**src/common/pin_mux_defs.vh**
```
`ifndef PIN_MUX_DEFS_VH
`define PIN_MUX_DEFS_VH
// Register byte offsets
`define OFS_PORT_DATA 8'h00
`define OFS_PORT_DIR 8'h04
`define OFS_PORT_PULL 8'h08
`define OFS_PORT_WAKE 8'h0c
`define OFS_SEL_LOW 8'h10
`define OFS_SEL_HIGH 8'h14
`define OFS_SRC_SEL 8'h18
`define OFS_BIT_OP 8'h1c
`define OFS_CTRL 8'h20
`define OFS_IRQ_STAT 8'h24
`define OFS_IRQ_MASK 8'h28
`define OFS_PIN_LEVEL 8'h2c
// Reset values
`define RST_PORT_DATA 8'hff
`define RST_PORT_DIR 8'hff
`define RST_ZERO 8'h00
// Writable masks of the select and source registers per variant
`define SEL_LOW_MASK_SMALL 8'hcc
`define SEL_LOW_MASK_LARGE 8'hff
`define SEL_HIGH_MASK 8'hcf
`define SRC_SEL_MASK 8'h03
// Bit-op register fields
`define BITOP_IDX_LSB 0
`define BITOP_SET_BIT 4
`define BITOP_DIR_BIT 5
// Control register fields
`define CTRL_HALT_BIT 0
// Select codes
`define CODE_ALT2 2'b10
`define CODE_ALT3 2'b11
// Status bits
`define IRQ_WAKE_BIT 0
`define IRQ_BITOP_BIT 1
// Bus responses
`define RESP_OKAY 2'b00
`define RESP_SLVERR 2'b10
`endif

```
**src/hw/port_a_pin_function_mux.v**
```verilog
// The AXI4-Lite register port and the register offsets were decided locally.
`timescale 1ns/1ps
module port_a_pin_function_mux #(
  parameter LARGE = 1
) (
  input wire REF_CLK,
  input wire RST,
  input wire CLK_EN,
  input wire [7:0] S_AXI_AWADDR,
  input wire S_AXI_AWVALID,
  output wire S_AXI_AWREADY,
  input wire [31:0] S_AXI_WDATA,
  input wire [3:0] S_AXI_WSTRB,
  input wire S_AXI_WVALID,
  output wire S_AXI_WREADY,
  output reg [1:0] S_AXI_BRESP,
  output reg S_AXI_BVALID,
  input wire S_AXI_BREADY,
  input wire [7:0] S_AXI_ARADDR,
  input wire S_AXI_ARVALID,
  output wire S_AXI_ARREADY,
  output reg [31:0] S_AXI_RDATA,
  output reg [1:0] S_AXI_RRESP,
  output reg S_AXI_RVALID,
  input wire S_AXI_RREADY,
  input wire [7:0] PIN_IN,
  output wire [7:0] PIN_OUT,
  output wire [7:0] PIN_OE,
  output wire [7:0] PIN_PULL_EN,
  output wire [3:0] TOUCH_KEY_SEL,
  input wire TIMER_COMPARE_OUT,
  output wire TIMER_EXT_CLOCK_IN,
  output wire EXT_IRQ_IN,
  input wire SDA_OUT,
  input wire SDA_OE,
  output wire SDA_IN,
  input wire SCL_OUT,
  input wire SCL_OE,
  output wire SCL_IN,
  output wire SDA_SEL,
  output wire SCL_SEL,
  output wire WAKE,
  output wire IRQ
);
`include "pin_mux_defs.vh"

  localparam [7:0] LOW_MASK = LARGE ? `SEL_LOW_MASK_LARGE :
    `SEL_LOW_MASK_SMALL;
  localparam [7:0] HIGH_MASK = LARGE ? `SEL_HIGH_MASK : 8'h00;
  localparam [7:0] SRC_MASK = LARGE ? `SRC_SEL_MASK : 8'h00;
  localparam [7:0] PORT_MASK = LARGE ? 8'hff : 8'h0f;

  reg [7:0] data_q;
  reg [7:0] dir_q;
  reg [7:0] pull_q;
  reg [7:0] wake_en_q;
  reg [7:0] pin_function_select_low;
  reg [7:0] pin_function_select_high;
  reg [7:0] input_source_select;
  reg halt_q;
  reg [1:0] irq_stat_q;
  reg [1:0] irq_mask_q;
  reg [7:0] pin_prev_q;
  reg [7:0] awaddr_q;
  reg aw_full_q;
  reg [31:0] wdata_q;
  reg [3:0] wstrb_q;
  reg w_full_q;

  // Per-pin function decode
  wire [1:0] f_pin0 = pin_function_select_low[1:0];
  wire [1:0] f_pin1 = pin_function_select_low[3:2];
  wire [1:0] f_pin2 = pin_function_select_low[5:4];
  wire [1:0] f_pin3 = pin_function_select_low[7:6];
  wire [1:0] f_pin4 = pin_function_select_high[1:0];
  wire [1:0] f_pin5 = pin_function_select_high[3:2];
  wire [1:0] f_pin7 = pin_function_select_high[7:6];

  // Small part maps its PA3/PA1 fields to pins three and one
  wire touch_key_three_sel = LARGE && f_pin3 == `CODE_ALT3;
  wire pin1_key = f_pin1 == `CODE_ALT3;
  wire pin3_key = f_pin3 == `CODE_ALT3;
  wire cmpb_sel = LARGE && f_pin2 == `CODE_ALT2;
  assign SDA_SEL = LARGE && f_pin2 == `CODE_ALT3;
  assign SCL_SEL = LARGE && f_pin0 == `CODE_ALT3;
  wire cmp_sel = LARGE && f_pin7 == `CODE_ALT3;
  wire touch_key_one_pin5 = LARGE && f_pin5 == `CODE_ALT3;
  wire touch_key_four_sel = LARGE && f_pin4 == `CODE_ALT3;

  // Touch key routing differs per variant
  assign TOUCH_KEY_SEL[0] = LARGE ? touch_key_one_pin5 : pin1_key;
  assign TOUCH_KEY_SEL[1] = LARGE ? pin1_key : pin3_key;
  assign TOUCH_KEY_SEL[2] = touch_key_three_sel;
  assign TOUCH_KEY_SEL[3] = touch_key_four_sel;

  // Pins that have left general I/O
  wire [7:0] alt_sel = {cmp_sel, 1'b0, touch_key_one_pin5, touch_key_four_sel,
    pin3_key, SDA_SEL | cmpb_sel, pin1_key, SCL_SEL};

  // Pin drivers; open-drain I2C lines drive low only
  genvar g;
  generate
    for (g = 0; g < 8; g = g + 1) begin : g_pin
      reg out_b;
      reg oe_b;
      always @* begin
        out_b = data_q[g];
        oe_b = ~dir_q[g] & ~alt_sel[g] & PORT_MASK[g];
        if (g == 2 && cmpb_sel) begin
          out_b = ~TIMER_COMPARE_OUT;
          oe_b = 1'b1;
        end else if (g == 2 && SDA_SEL) begin
          out_b = 1'b0;
          oe_b = SDA_OE & ~SDA_OUT;
        end else if (g == 0 && SCL_SEL) begin
          out_b = 1'b0;
          oe_b = SCL_OE & ~SCL_OUT;
        end else if (g == 7 && cmp_sel) begin
          out_b = TIMER_COMPARE_OUT;
          oe_b = 1'b1;
        end
      end
      assign PIN_OUT[g] = out_b;
      assign PIN_OE[g] = oe_b;
    end
  endgenerate

  // Pull-ups only make sense on general inputs
  assign PIN_PULL_EN = pull_q & dir_q & ~alt_sel & PORT_MASK;
  assign SDA_IN = PIN_IN[2];
  assign SCL_IN = PIN_IN[0];

  // Input source steering; small part has only pin zero
  assign TIMER_EXT_CLOCK_IN = (LARGE && !input_source_select[1]) ?
    PIN_IN[6] : PIN_IN[0];
  assign EXT_IRQ_IN = (LARGE && input_source_select[0]) ?
    PIN_IN[6] : PIN_IN[0];

  // Read value: inputs show the pin, outputs the latch
  wire [7:0] port_rd = ((dir_q & PIN_IN) | (~dir_q & data_q)) &
    PORT_MASK;

  // Wake: falling edge on enabled general inputs while halted
  wire [7:0] fall = pin_prev_q & ~PIN_IN;
  wire wake_hit = halt_q &
    |(fall & wake_en_q & dir_q & ~alt_sel & PORT_MASK);
  assign WAKE = wake_hit;

  // Bus write channel: both halves buffered, either order
  assign S_AXI_AWREADY = ~aw_full_q & ~S_AXI_BVALID & CLK_EN; // Frozen: none
  assign S_AXI_WREADY = ~w_full_q & ~S_AXI_BVALID & CLK_EN;
  wire wr_go = aw_full_q & w_full_q & ~S_AXI_BVALID;
  wire wr_lane = wstrb_q[0];
  wire [7:0] wb = wdata_q[7:0];
  wire [2:0] bit_idx = wb[`BITOP_IDX_LSB+2:`BITOP_IDX_LSB];
  wire bit_val = wb[`BITOP_SET_BIT];
  wire wr_hit = awaddr_q == `OFS_PORT_DATA || awaddr_q == `OFS_PORT_DIR ||
    awaddr_q == `OFS_PORT_PULL || awaddr_q == `OFS_PORT_WAKE ||
    awaddr_q == `OFS_SEL_LOW || awaddr_q == `OFS_SEL_HIGH ||
    awaddr_q == `OFS_SRC_SEL || awaddr_q == `OFS_BIT_OP ||
    awaddr_q == `OFS_CTRL || awaddr_q == `OFS_IRQ_STAT ||
    awaddr_q == `OFS_IRQ_MASK || awaddr_q == `OFS_PIN_LEVEL;

  // Read-modify-write of a whole byte for bit ops
  reg [7:0] rmw_src;
  reg [7:0] rmw_byte;
  always @* begin
    rmw_src = wb[`BITOP_DIR_BIT] ? dir_q : port_rd;
    rmw_byte = rmw_src;
    rmw_byte[bit_idx] = bit_val;
  end
  wire bitop_go = wr_go && wr_lane && awaddr_q == `OFS_BIT_OP;

  // Event sources for status
  wire [1:0] ev = {bitop_go, wake_hit};

  // Bus write side and register file
  always @(posedge REF_CLK or posedge RST) begin
    if (RST) begin
      aw_full_q <= 1'b0;
      w_full_q <= 1'b0;
      awaddr_q <= 8'h00;
      wdata_q <= 32'h00000000;
      wstrb_q <= 4'h0;
      S_AXI_BVALID <= 1'b0;
      S_AXI_BRESP <= `RESP_OKAY;
      data_q <= `RST_PORT_DATA;
      dir_q <= `RST_PORT_DIR;
      pull_q <= `RST_ZERO;
      wake_en_q <= `RST_ZERO;
      pin_function_select_low <= `RST_ZERO;
      pin_function_select_high <= `RST_ZERO;
      input_source_select <= `RST_ZERO;
      halt_q <= 1'b0;
      irq_stat_q <= 2'b00;
      irq_mask_q <= 2'b00;
      pin_prev_q <= 8'hff;
    end else if (CLK_EN) begin
      pin_prev_q <= PIN_IN;
      if (S_AXI_AWVALID && S_AXI_AWREADY) begin
        aw_full_q <= 1'b1;
        awaddr_q <= {S_AXI_AWADDR[7:2], 2'b00};
      end
      if (S_AXI_WVALID && S_AXI_WREADY) begin
        w_full_q <= 1'b1;
        wdata_q <= S_AXI_WDATA;
        wstrb_q <= S_AXI_WSTRB;
      end
      if (S_AXI_BVALID && S_AXI_BREADY)
        S_AXI_BVALID <= 1'b0;
      // Wake leaves halt; software write below may re-enter it
      if (wake_hit)
        halt_q <= 1'b0;
      // Status: set wins over write-one-to-clear
      irq_stat_q <= irq_stat_q | ev;
      if (wr_go) begin
        aw_full_q <= 1'b0;
        w_full_q <= 1'b0;
        S_AXI_BVALID <= 1'b1;
        S_AXI_BRESP <= wr_hit ? `RESP_OKAY : `RESP_SLVERR;
        if (wr_lane) begin
          if (awaddr_q == `OFS_PORT_DATA) begin
            data_q <= wb & PORT_MASK;
          end else if (awaddr_q == `OFS_PORT_DIR) begin
            dir_q <= wb | ~PORT_MASK;
          end else if (awaddr_q == `OFS_PORT_PULL) begin
            pull_q <= wb & PORT_MASK;
          end else if (awaddr_q == `OFS_PORT_WAKE) begin
            wake_en_q <= wb & PORT_MASK;
          end else if (awaddr_q == `OFS_SEL_LOW) begin
            pin_function_select_low <= wb & LOW_MASK;
          end else if (awaddr_q == `OFS_SEL_HIGH) begin
            pin_function_select_high <= wb & HIGH_MASK;
          end else if (awaddr_q == `OFS_SRC_SEL) begin
            input_source_select <= wb & SRC_MASK;
          end else if (awaddr_q == `OFS_BIT_OP) begin
            if (wb[`BITOP_DIR_BIT])
              dir_q <= rmw_byte | ~PORT_MASK;
            else
              data_q <= rmw_byte & PORT_MASK;
          end else if (awaddr_q == `OFS_CTRL) begin
            halt_q <= wb[`CTRL_HALT_BIT];
          end else if (awaddr_q == `OFS_IRQ_STAT) begin
            irq_stat_q <= (irq_stat_q & ~wb[1:0]) | ev;
          end else if (awaddr_q == `OFS_IRQ_MASK) begin
            irq_mask_q <= wb[1:0];
          end
        end
      end
    end
  end

  assign IRQ = |(irq_stat_q & irq_mask_q);

  // Read side: one read at a time, answer one cycle after address
  assign S_AXI_ARREADY = ~S_AXI_RVALID & CLK_EN; // No lost frozen handshake
  reg [7:0] rd_byte;
  reg rd_hit;
  always @* begin
    rd_hit = 1'b1;
    if (S_AXI_ARADDR[7:2] == `OFS_PORT_DATA >> 2)
      rd_byte = port_rd;
    else if (S_AXI_ARADDR[7:2] == `OFS_PORT_DIR >> 2)
      rd_byte = dir_q & PORT_MASK;
    else if (S_AXI_ARADDR[7:2] == `OFS_PORT_PULL >> 2)
      rd_byte = pull_q;
    else if (S_AXI_ARADDR[7:2] == `OFS_PORT_WAKE >> 2)
      rd_byte = wake_en_q;
    else if (S_AXI_ARADDR[7:2] == `OFS_SEL_LOW >> 2)
      rd_byte = pin_function_select_low;
    else if (S_AXI_ARADDR[7:2] == `OFS_SEL_HIGH >> 2)
      rd_byte = pin_function_select_high;
    else if (S_AXI_ARADDR[7:2] == `OFS_SRC_SEL >> 2)
      rd_byte = input_source_select;
    else if (S_AXI_ARADDR[7:2] == `OFS_BIT_OP >> 2)
      rd_byte = 8'h00;
    else if (S_AXI_ARADDR[7:2] == `OFS_CTRL >> 2)
      rd_byte = {7'h00, halt_q};
    else if (S_AXI_ARADDR[7:2] == `OFS_IRQ_STAT >> 2)
      rd_byte = {6'h00, irq_stat_q};
    else if (S_AXI_ARADDR[7:2] == `OFS_IRQ_MASK >> 2)
      rd_byte = {6'h00, irq_mask_q};
    else if (S_AXI_ARADDR[7:2] == `OFS_PIN_LEVEL >> 2)
      rd_byte = PIN_IN & PORT_MASK;
    else begin
      rd_byte = 8'h00;
      rd_hit = 1'b0;
    end
  end

  always @(posedge REF_CLK or posedge RST) begin
    if (RST) begin
      S_AXI_RVALID <= 1'b0;
      S_AXI_RDATA <= 32'h00000000;
      S_AXI_RRESP <= `RESP_OKAY;
    end else if (CLK_EN) begin
      if (S_AXI_ARVALID && S_AXI_ARREADY) begin
        S_AXI_RVALID <= 1'b1;
        S_AXI_RDATA <= {24'h000000, rd_byte};
        S_AXI_RRESP <= rd_hit ? `RESP_OKAY : `RESP_SLVERR;
      end else if (S_AXI_RVALID && S_AXI_RREADY) begin
        S_AXI_RVALID <= 1'b0;
      end
    end
  end
endmodule
```
**config.mk**
```make
export PLATFORM = sky130hd
export DESIGN_NAME = port_a_pin_function_mux
export DESIGN_NICKNAME = d
export VERILOG_FILES = /design/src/hw/port_a_pin_function_mux.v
export VERILOG_INCLUDE_DIRS = /design/src /design/src/common
export SDC_FILE = /design/constraint.sdc
export NUM_CORES = 1
export LEC_CHECK = 0
export BUFFER_PORTS_ARGS = -buffer_cell sky130_fd_sc_hd__buf_2
export CELL_PAD_IN_SITES_DETAIL_PLACEMENT = 1
export CELL_PAD_IN_SITES_GLOBAL_PLACEMENT = 1
export CORE_MARGIN = 2
export CORE_UTILIZATION = 35
export CTS_CLUSTER_SIZE = 10
export DETAILED_ROUTE_END_ITERATION = 12
export PLACE_DENSITY = 0.83
export SLEW_MARGIN = 20
export SYNTH_ARGS = -nofsm -noshare
export SYNTH_HDL_FRONTEND = slang
export SYNTH_SLANG_ARGS = --single-unit
```
**constraint.sdc**
```tcl
create_clock -name REF_CLK -period 4 [get_ports REF_CLK]
set_input_delay 0.8 -clock REF_CLK [delete_from_list [all_inputs] [get_ports REF_CLK]]
set_output_delay 0.8 -clock REF_CLK [all_outputs]
set_load 0.005 [all_outputs]
```
Word level (Yosys, flattened, before mapping)
Index checks and enable logic that the tools add are counted.
{"block": "word_totals", "wordCells": 277, "in_bits": 73, "out_inout_bits": 77, "ff_bits": 92}
{"block": "classes", "magnitude_cmp": 2, "reduce_logical": 56, "bitwise_logic": 67, "n_mux": 89, "eq_ne": 42}
{"operator": "logical AND 32 x 1 -> 1 bit (first input constant)", "n": 9}
{"operator": "2-to-1 mux 8 bit", "n": 30}
{"operator": "AND 8 bit", "n": 8}
{"operator": "equality test 6 x 3 -> 1 bit (second input constant)", "n": 8}
{"operator": "equality test 6 x 4 -> 1 bit (second input constant)", "n": 8}
{"operator": "2-to-1 mux 1 bit", "n": 43}
{"operator": "NOT 1 bit", "n": 32}
{"operator": "2-to-1 mux 2 bit", "n": 14}
{"operator": "equality test 6 x 2 -> 1 bit (second input constant)", "n": 4}
{"operator": "NOT 8 bit", "n": 3}
{"operator": "!= test 2 bit (second input constant)", "n": 11}
{"operator": "AND reduction 11 bit", "n": 2}
{"operator": "AND 1 bit", "n": 17}
{"operator": "equality test 2 bit (second input constant)", "n": 8}
{"operator": "AND reduction 2 bit", "n": 8}
{"operator": "AND reduction 14 bit", "n": 1}
{"operator": "nonzero test 2 bit", "n": 7}
{"operator": "equality test 6 x 1 -> 1 bit (second input constant)", "n": 2}
{"operator": "logical OR 1 bit", "n": 11}
{"operator": "AND reduction 10 bit", "n": 1}
{"operator": "AND reduction 9 bit", "n": 1}
{"operator": "bitwise mux 8 bit", "n": 1}
{"operator": "logical AND 1 bit", "n": 8}
{"operator": "zero test 8 bit", "n": 1}
{"operator": "16 further kinds", "n": 18}

Longest topological paths before layout
Gate-level depths: netlist of run 1.
{"block": "depth", "depth_word": 20, "depth_mapped": 8, "depth_no_buf": 5}

Worst setup path before layout of run 1
OpenSTA, ideal clock, no wires.
{"block": "synth_path", "kind": "input to output", "startpoint": "input port PIN_IN[4]", "endpoint": "output port WAKE", "arrival_ns": 1.457, "required_time_ns": 3.200, "path_stages": 5, "n_path_buf": 0, "slack_ns": 1.743, "cell_sequence": "nor2b_1 nand4_1 nand4_1 nor4_1 nor2_1"}
{"block": "synth_between", "elab_chain_len": 7}
{"element": "start: declaration", "line": "port_a_pin_function_mux.v:26", "source": "input wire [7:0] PIN_IN,"}
{"element": "NOT 8 bit", "line": "port_a_pin_function_mux.v:144", "source": "wire [7:0] fall = pin_prev_q & ~PIN_IN;"}
{"element": "AND 8 bit", "line": "port_a_pin_function_mux.v:144"}
{"element": "AND 8 bit (3 in series)", "line": "port_a_pin_function_mux.v:146", "source": "|(fall & wake_en_q & dir_q & ~alt_sel & PORT_MASK);"}
{"element": "OR reduction 8 bit", "line": "port_a_pin_function_mux.v:146"}
{"element": "AND 1 bit", "line": "port_a_pin_function_mux.v:145", "source": "wire wake_hit = halt_q &"}
{"element": "end: declaration", "line": "port_a_pin_function_mux.v:42", "source": "output wire WAKE,"}
Every way passes these cells.

Final worst setup path of run 1
Same ends and word-level chain as after synthesis.

==> results.py, run 1 <==
metrics = {
    "yosys": {
        "synth_async_sr_flop_share_pct": 100.0,
        "synth.area.top_cells": "sky130_fd_sc_hd__dfrtp_1 30%, sky130_fd_sc_hd__mux2_2 13%, sky130_fd_sc_hd__dfstp_2 12%",
        "synth_edf_count": 0,
        "synthesis.area_per_instance_um2": 9.725,
        "yosysSeqAreaShare_pct": 41.68,
        "ys.warnings.count": 0,
        "synth_top_flop_cell": "sky130_fd_sc_hd__dfrtp_1",
        "yosys.area.top_type_share_pct": 30.16,
        "netlist_instances": 563,
        "postSynthRegisterBits": 90,
        "synth_top_area_cell": "sky130_fd_sc_hd__dfrtp_1",
        "mappedNetlistArea_mm2": 0.005475,
        "yosys.cell_types.count": 69,
    },
    "sta": {
        "worst_hold_slack_ps": 493.6,
        "worst_clock_skew_ps": 7.019,
        "setup_viol": 0,
        "max_slew_margin_pct": 44.29,
        "hold_viol": 0,
        "totalNegativeSetupSlack_ps": 0,
        "rsz0062_at_grt": "false",
        "report.final.slew_viol_count": 0,
        "post-route-period-util_pct": 76.22,
        "max_clock_freq_mhz": 328.0,
        "timing_worst_slew_pin_value_ps": 835.7,
        "final_worst_path_period_need_ps": 3049,
    },
    "setup_path": {
        "setup.worst_path.class": "in -> out",
        "worst-endpoint-arrival_ps": 2250,
        "worst_ep_required_time_ps": 3200,
        "crit_fanout": 4,
        "worst-r2r-setup-slack_ps": 1830,
        "worst_setup_path_end_kind": "output pin",
        "crit_cells": 7,
        "max_stage_delay_ps": 700,
        "crit_slowest_cell": "sky130_fd_sc_hd__nor4_1",
        "path_cells": "buf_2 > nor2b_1 > nand4_1 > nand4_1 > nor4_1 > nor2_1 > buf_2",
        "timing.critical_path.buf_inv": 2,
        "critPathTopFamily": "simple AND/OR/NAND/NOR gates",
        "worstRegToRegCells": 3,
        "start_kind": "input port",
    },
    "flow_run": {
        "drv_cap": 0,
    },
    "detailed_routing": {
        "via_per_inst": 5.416,
        "wire_per_inst_um": 20.18,
        "ant_nets": 0,
        "dr_total_vias": 4506,
        "drt_drc_violations_left": 0,
        "drt_wl_total_um": 16790,
        "first_pass_iters": 4,
        "detailedRoute.firstIterationViolations": 310,
    },
    "layout": {
        "design_area_mm2": 0.006120,
        "post_route_cells_drive_above_1_share_pct": 36.07,
        "num-fill-cells": 1760,
        "most_frequent_standard_cell_in_the_layout_excluding_fill_and_tap_cells": "sky130_fd_sc_hd__buf_2",
        "layout-area-overhead-vs-synth_pct": 11.77,
        "most-common-layout-cells": "92 x sky130_fd_sc_hd__buf_2, 67 x sky130_fd_sc_hd__nand2_1, 66 x sky130_fd_sc_hd__dfrtp_1, 63 x sky130_fd_sc_hd__mux2_2, 56 x sky130_fd_sc_hd__nor2_1",
        "nets": 689,
        "antenna_cells": 0,
    },
    "hold_path": {
        "timing.hold.worst.class": "reg -> reg",
        "number_of_cells_on_the_worst_hold_path": 1,
    },
    "floorplanning": {
        "die_width_um": 129.1,
        "std_cell_rows": 45,
        "die_height_um": 129.1,
        "floorplan.io_pins": 150,
        "area_of_the_die_mm2": 0.01666,
        "initial_utilization_pct": 35.88,
        "design.core.area_mm2": 0.01526,
    },
    "power_and_ir_drop": {
        "internal_power_contribution_uw": 2219,
        "sequentialPowerShare_pct": 47.3,
        "combinationalPowerShare_pct": 27.9,
        "cellLeakagePower_uw": 0.002699,
        "ir_drop_mv": 0.2342,
        "switchingPower_uw": 1376,
        "clockPowerShare_pct": 24.8,
        "sw_share_pct": 38.27,
        "power_per_cell_area_mw_per_mm2": 587.4,
    },
    "place": {
        "placedInstanceArea_mm2": 0.005813,
        "port_buffers": 92,
        "place.gp.congestion": 0.9179,
        "hpwlAfterDp_um": 12190,
    },
    "cts": {
        "holdBufCountCts": 0,
        "clock_sinks": 90,
        "cts.clk_slew.worst_paths_ps": 70,
        "postCtsResizedCells": 0,
        "cts_root_buffer_type": "sky130_fd_sc_hd__clkbuf_16",
        "cts-buffers-inserted": 9,
        "cts_h_tree_lvls": 3,
        "tritoncts_clock_tree": "done",
        "clock_tree.buffer_depth": 2,
        "post_cts_buffers": 0,
        "clk_latency_ps": 350,
    },
    "outcome": {
        "run_status": "complete, no violations",
    },
    "grt": {
        "number_of_global_route_vias_before_repair": 4776,
        "grt.total_usage_pct": 20.54,
        "grt_start_max_net_pins": 37,
        "first_pass_grt_wire_length_um": 26390,
        "grt-ovfl-total": 0,
        "antenna_found_initial": 0,
    },
}
synthesized netlist by cell type, drive strengths merged, types with 2 or more instances:
cell	n
dfstp	24
o21ai	29
o211ai	3
nand4	5
nand2	70
dfrtp	66
nand2b	7
clkbuf	18
nand3	3
nor4	3
o31a	2
and2	8
buf	62
a31o	2
o22ai	2
a21oi	14
nor4b	2
nand3b	5
o311ai	6
mux2i	8
mux2	63
and4b	2
or4b	2
nor3	4
nand4b	6
a22oi	3
a221oi	5
a31oi	17
a2111oi	2
nor2	57
o21a	6
a21o	2
a211oi	5
o31ai	2
or3b	3
and3	6
inv	14
nor3b	4
nor2b	8
sequential cells by signal, indices dropped and copies added, names as in the netlist, 6 cells and up:
name	cells
pull_q	8
pin_function_select_high	6
dir_q	8
S_AXI_RDATA	8
data_q	8
awaddr_q	6
wake_en_q	8
pin_function_select_low	8
wdata_q	8
pin_prev_q	8
power by group through the flow:
stage / Combinational, uW / Clock [uW] / Sequential (uW)
6_report: 1000 / 890 / 1700
5_1_grt: 1120 / 942 / 1740
4_1_cts: 1010 / 898 / 1680
3_5_place_dp: 993 / 0 / 1700
3_3_place_gp: 929 / 0 / 1660
2_1_floorplan: 959 / 0 / 1390
area by class of cell:
cell class	count	area [um^2]	share of cell area [%]
Clock inverter	4	50.05	0.8178
Clock buffer	12	256.5	4.191
Sequential cell	90	2282	37.29
Timing Repair Buffer	97	498.0	8.137
Inverter	14	53.80	0.8792
Tap cell	211	264.0	4.314
Multi-Input combinational cell	404	2715	44.37
path summary, 6_finish.rpt:
path | from | endpoint
worst min-delay path | S_AXI_RDATA[0] | S_AXI_RDATA[0]
max in group asynchronous | RST | data_q[3]
min in group asynchronous | RST | pin_function_select_low[7]
worst min register to register | S_AXI_RDATA[0] | S_AXI_RDATA[0]
worst max-delay path | PIN_IN[4] | WAKE
worst max register to register | awaddr_q[6] | wake_en_q[2]
logic make-up after synthesis:
| family | after synthesis | share of synthesized area [%] |
|---|---|---|
| AOI/OAI and AO/OA | 106 | 13.30 |
| buffers and inverters | 94 | 10.44 |
| DFF | 90 | 41.68 |
| muxes | 72 | 14.83 |
| other | 1 | 0.06849 |
| and+or+nand+nor | 200 | 19.68 |
through the flow:
| step | worst slack [ps] | total power, uW | util, % | std cells |
|---|---|---|---|---|
| after floorplan | 904.5 | 2352 | - | 588 |
| after global placement | 1019 | 2592 | 38.10 | 816 |
| after detailed placement | 949.4 | 2688 | 38.10 | 816 |
| after CTS | 942.5 | 3590 | 40.11 | 832 |
| after global routing | 884.9 | 3803 | 40.11 | 832 |
| final | 951.3 | 3595 | 40.11 | 832 |
routing by layer:
metal	share of wire, %	GRT usage (%)
met5	0	0
met4	2.4	7.864
met3	4.0	3.427
met2	50	35.08
met1	44	26.21
Power figures use the tool's default switching activity.
==> run 2: changes to the inputs <==
--- a/config.mk
+++ b/config.mk
@@ -13,7 +13,7 @@
 export CORE_UTILIZATION = 35
 export CTS_CLUSTER_SIZE = 10
 export DETAILED_ROUTE_END_ITERATION = 12
-export PLACE_DENSITY = 0.83
+export PLACE_DENSITY = 0.86
 export SLEW_MARGIN = 20
 export SYNTH_ARGS = -nofsm -noshare
 export SYNTH_HDL_FRONTEND = slang
==> constraint.sdc (replaced) <==
create_clock -name REF_CLK -period 2.8 [get_ports REF_CLK]
set_input_delay 0.56 -clock REF_CLK [delete_from_list [all_inputs] [get_ports REF_CLK]]
set_output_delay 0.56 -clock REF_CLK [all_outputs]
set_load 0.005 [all_outputs]
==> run 2 against run 1 <==
Final cell count is 0.60% higher. Flip-flop and latch count unchanged. First-iteration DRC count grew 16%. Combinational power is 41% higher. Design area rose by 0.47%. Clock skew increased by 2.6 ps. Critical path type is now reg -> out. Largest power group unchanged.
==> results.py, run 2 (synthesis gave the netlist of run 1 again) <==
metrics = {
    "grt": {
        "grt_most_used_layer": "met2",
        "grt.total_usage_pct": 19.75,
        "grt.met3_usage_pct": 2.725,
        "met1_layer_usage_reported_by_global_route_pct": 25.68,
        "antenna_found_initial": 0,
        "number_of_global_route_vias_before_repair": 4472,
        "grt_use_met2_pct": 33.08,
        "first_pass_grt_wire_length_um": 25200,
        "grt-ovfl-total": 0,
        "grt_start_max_net_pins": 36,
    },
    "setup_path": {
        "setup.worst_path.class": "reg -> out",
        "worst_r2r_src": "awaddr_q[6]",
        "worst_ep_required_time_ps": 2240,
        "worst-endpoint-arrival_ps": 1990,
        "path_cells": "nor2b_1 > nand4b_1 > nand4_1 > nor4_1 > buf_4 > nor2_1 > buf_2",
        "worst_r2r_endpoint": "pin_function_select_low[5]",
        "worst-r2r-setup-slack_ps": 790,
        "crit_fanout": 7,
        "crit_slowest_cell": "sky130_fd_sc_hd__dfstp_2",
        "worst_setup_path_end_kind": "output pin",
        "start_kind": "register",
        "worstRegToRegCells": 3,
        "max_stage_delay_ps": 610,
    },
    "cts": {
        "post_cts_buffers": 0,
        "cts.clk_slew.worst_paths_ps": 60,
        "cts-buffers-inserted": 9,
        "holdBufCountCts": 0,
        "tritoncts_clock_tree": "done",
        "cts_root_buffer_type": "sky130_fd_sc_hd__clkbuf_16",
        "clock_sinks": 90,
        "clock_tree.buffer_depth": 2,
        "clk_latency_ps": 350,
        "postCtsResizedCells": 0,
        "cts_h_tree_lvls": 3,
    },
    "outcome": {
        "run_status": "complete, no violations",
    },
    "sta": {
        "max_slew_margin_pct": 51.83,
        "max_clock_freq_mhz": 391.6,
        "rsz0062_at_grt": "false",
        "totalNegativeSetupSlack_ps": 0,
        "worst_clock_skew_ps": 9.629,
        "final_worst_path_period_need_ps": 2554,
        "timing_worst_slew_pin_value_ps": 722.6,
        "hold_viol": 0,
        "report.final.slew_viol_count": 0,
        "post-route-period-util_pct": 91.21,
        "setup_viol": 0,
    },
    "detailed_routing": {
        "dr_total_vias": 4481,
        "first_pass_iters": 5,
        "wire_per_inst_um": 19.20,
        "via_per_inst": 5.354,
        "drt_wl_total_um": 16070,
        "ant_nets": 0,
        "detailedRoute.firstIterationViolations": 361,
        "drt_drc_violations_left": 0,
    },
    "floorplanning": {
        "die_width_um": 129.1,
        "design.core.area_mm2": 0.01526,
        "die_height_um": 129.1,
        "area_of_the_die_mm2": 0.01666,
        "std_cell_rows": 45,
        "floorplan.io_pins": 150,
        "initial_utilization_pct": 35.88,
    },
    "layout": {
        "most_frequent_standard_cell_in_the_layout_excluding_fill_and_tap_cells": "sky130_fd_sc_hd__buf_2",
        "multiInputGateArea_mm2": 0.002715,
        "layout-area-overhead-vs-synth_pct": 12.29,
        "area.sequential_mm2": 0.002282,
        "most-common-layout-cells": "92 x sky130_fd_sc_hd__buf_2, 67 x sky130_fd_sc_hd__nand2_1, 66 x sky130_fd_sc_hd__dfrtp_1, 63 x sky130_fd_sc_hd__mux2_2, 56 x sky130_fd_sc_hd__nor2_1",
        "post_route_cells_drive_above_1_share_pct": 36.58,
        "num-fill-cells": 1771,
        "antenna_cells": 0,
        "nets": 694,
    },
    "power_and_ir_drop": {
        "report.power.total_uw": 5006,
        "cellLeakagePower_uw": 0.002718,
        "ir_drop_mv": 0.3557,
        "power_per_cell_area_mw_per_mm2": 814.1,
    },
    "hold_path": {
        "timing.hold.worst.class": "in -> async",
    },
    "flow_run": {
        "drv_cap": 0,
    },
    "place": {
        "hpwlAfterDp_um": 11920,
        "place.gp.congestion": 0.8598,
        "port_buffers": 92,
    },
}
## run 2: cell count changes in the layout (fill, tap and decap cells not counted), sizes merged
cell | previous run | this run
buf | 97 | 102
clkinv | 2 | 3
bufinv | 1 | 0
## run 2: layout make-up
type	instances	area share, %
timing repair buffer	102	8.913
tap	211	4.294
sequential	90	37.12
inverter	14	0.9158
clock inverter	4	0.4274
clock buffer	12	4.172
multi-input combinational	404	44.16
## run 2: stage by stage
step / hold slack, ps / instance area (um^2) / util [%] / setup slack (ps) / instances
floorplan: 472.6 / 5573 / - / 859.5 / 588
global placement: 460.4 / 5866 / 38.44 / 548.1 / 821
detailed placement: 469.2 / 5866 / 38.44 / 486.2 / 821
CTS: 317.2 / 6148 / 40.30 / 219.2 / 837
global route: 353.5 / 6148 / 40.30 / 163.2 / 837
finish: 300.4 / 6148 / 40.30 / 246.1 / 837
## run 2: power breakdown
group          total, uW  switching [uW]  internal [uW]
clock               1170             523            649
sequential          2420             707           1710
combinational       1410             690            724
## run 2: per-layer routing
layer	wire length (um)	vias to the layer above
li1	-	2042
met1	6853	2269
met2	7932	139
met3	818	31
met4	464	0
met5	0	-
## run 2: worst max-delay path by stage
stage	start	to	slack [ps]	depth (start not counted)
floorplan	CLK_EN	wake_en_q[1]	860	7
global placement	S_AXI_ARADDR[7]	S_AXI_RDATA[5]	550	5
detailed placement	S_AXI_ARADDR[7]	S_AXI_RDATA[5]	490	5
global route	dir_q[2]	WAKE	160	7
finish	dir_q[2]	WAKE	250	7
CTS	dir_q[2]	WAKE	220	7
## run 2: worst max-delay path: cells and delay by family, from the launching register on
family | cells | cell delay (ps)
simple gates | 5 | 730
flops | 1 | 610
buf+inv | 2 | 290
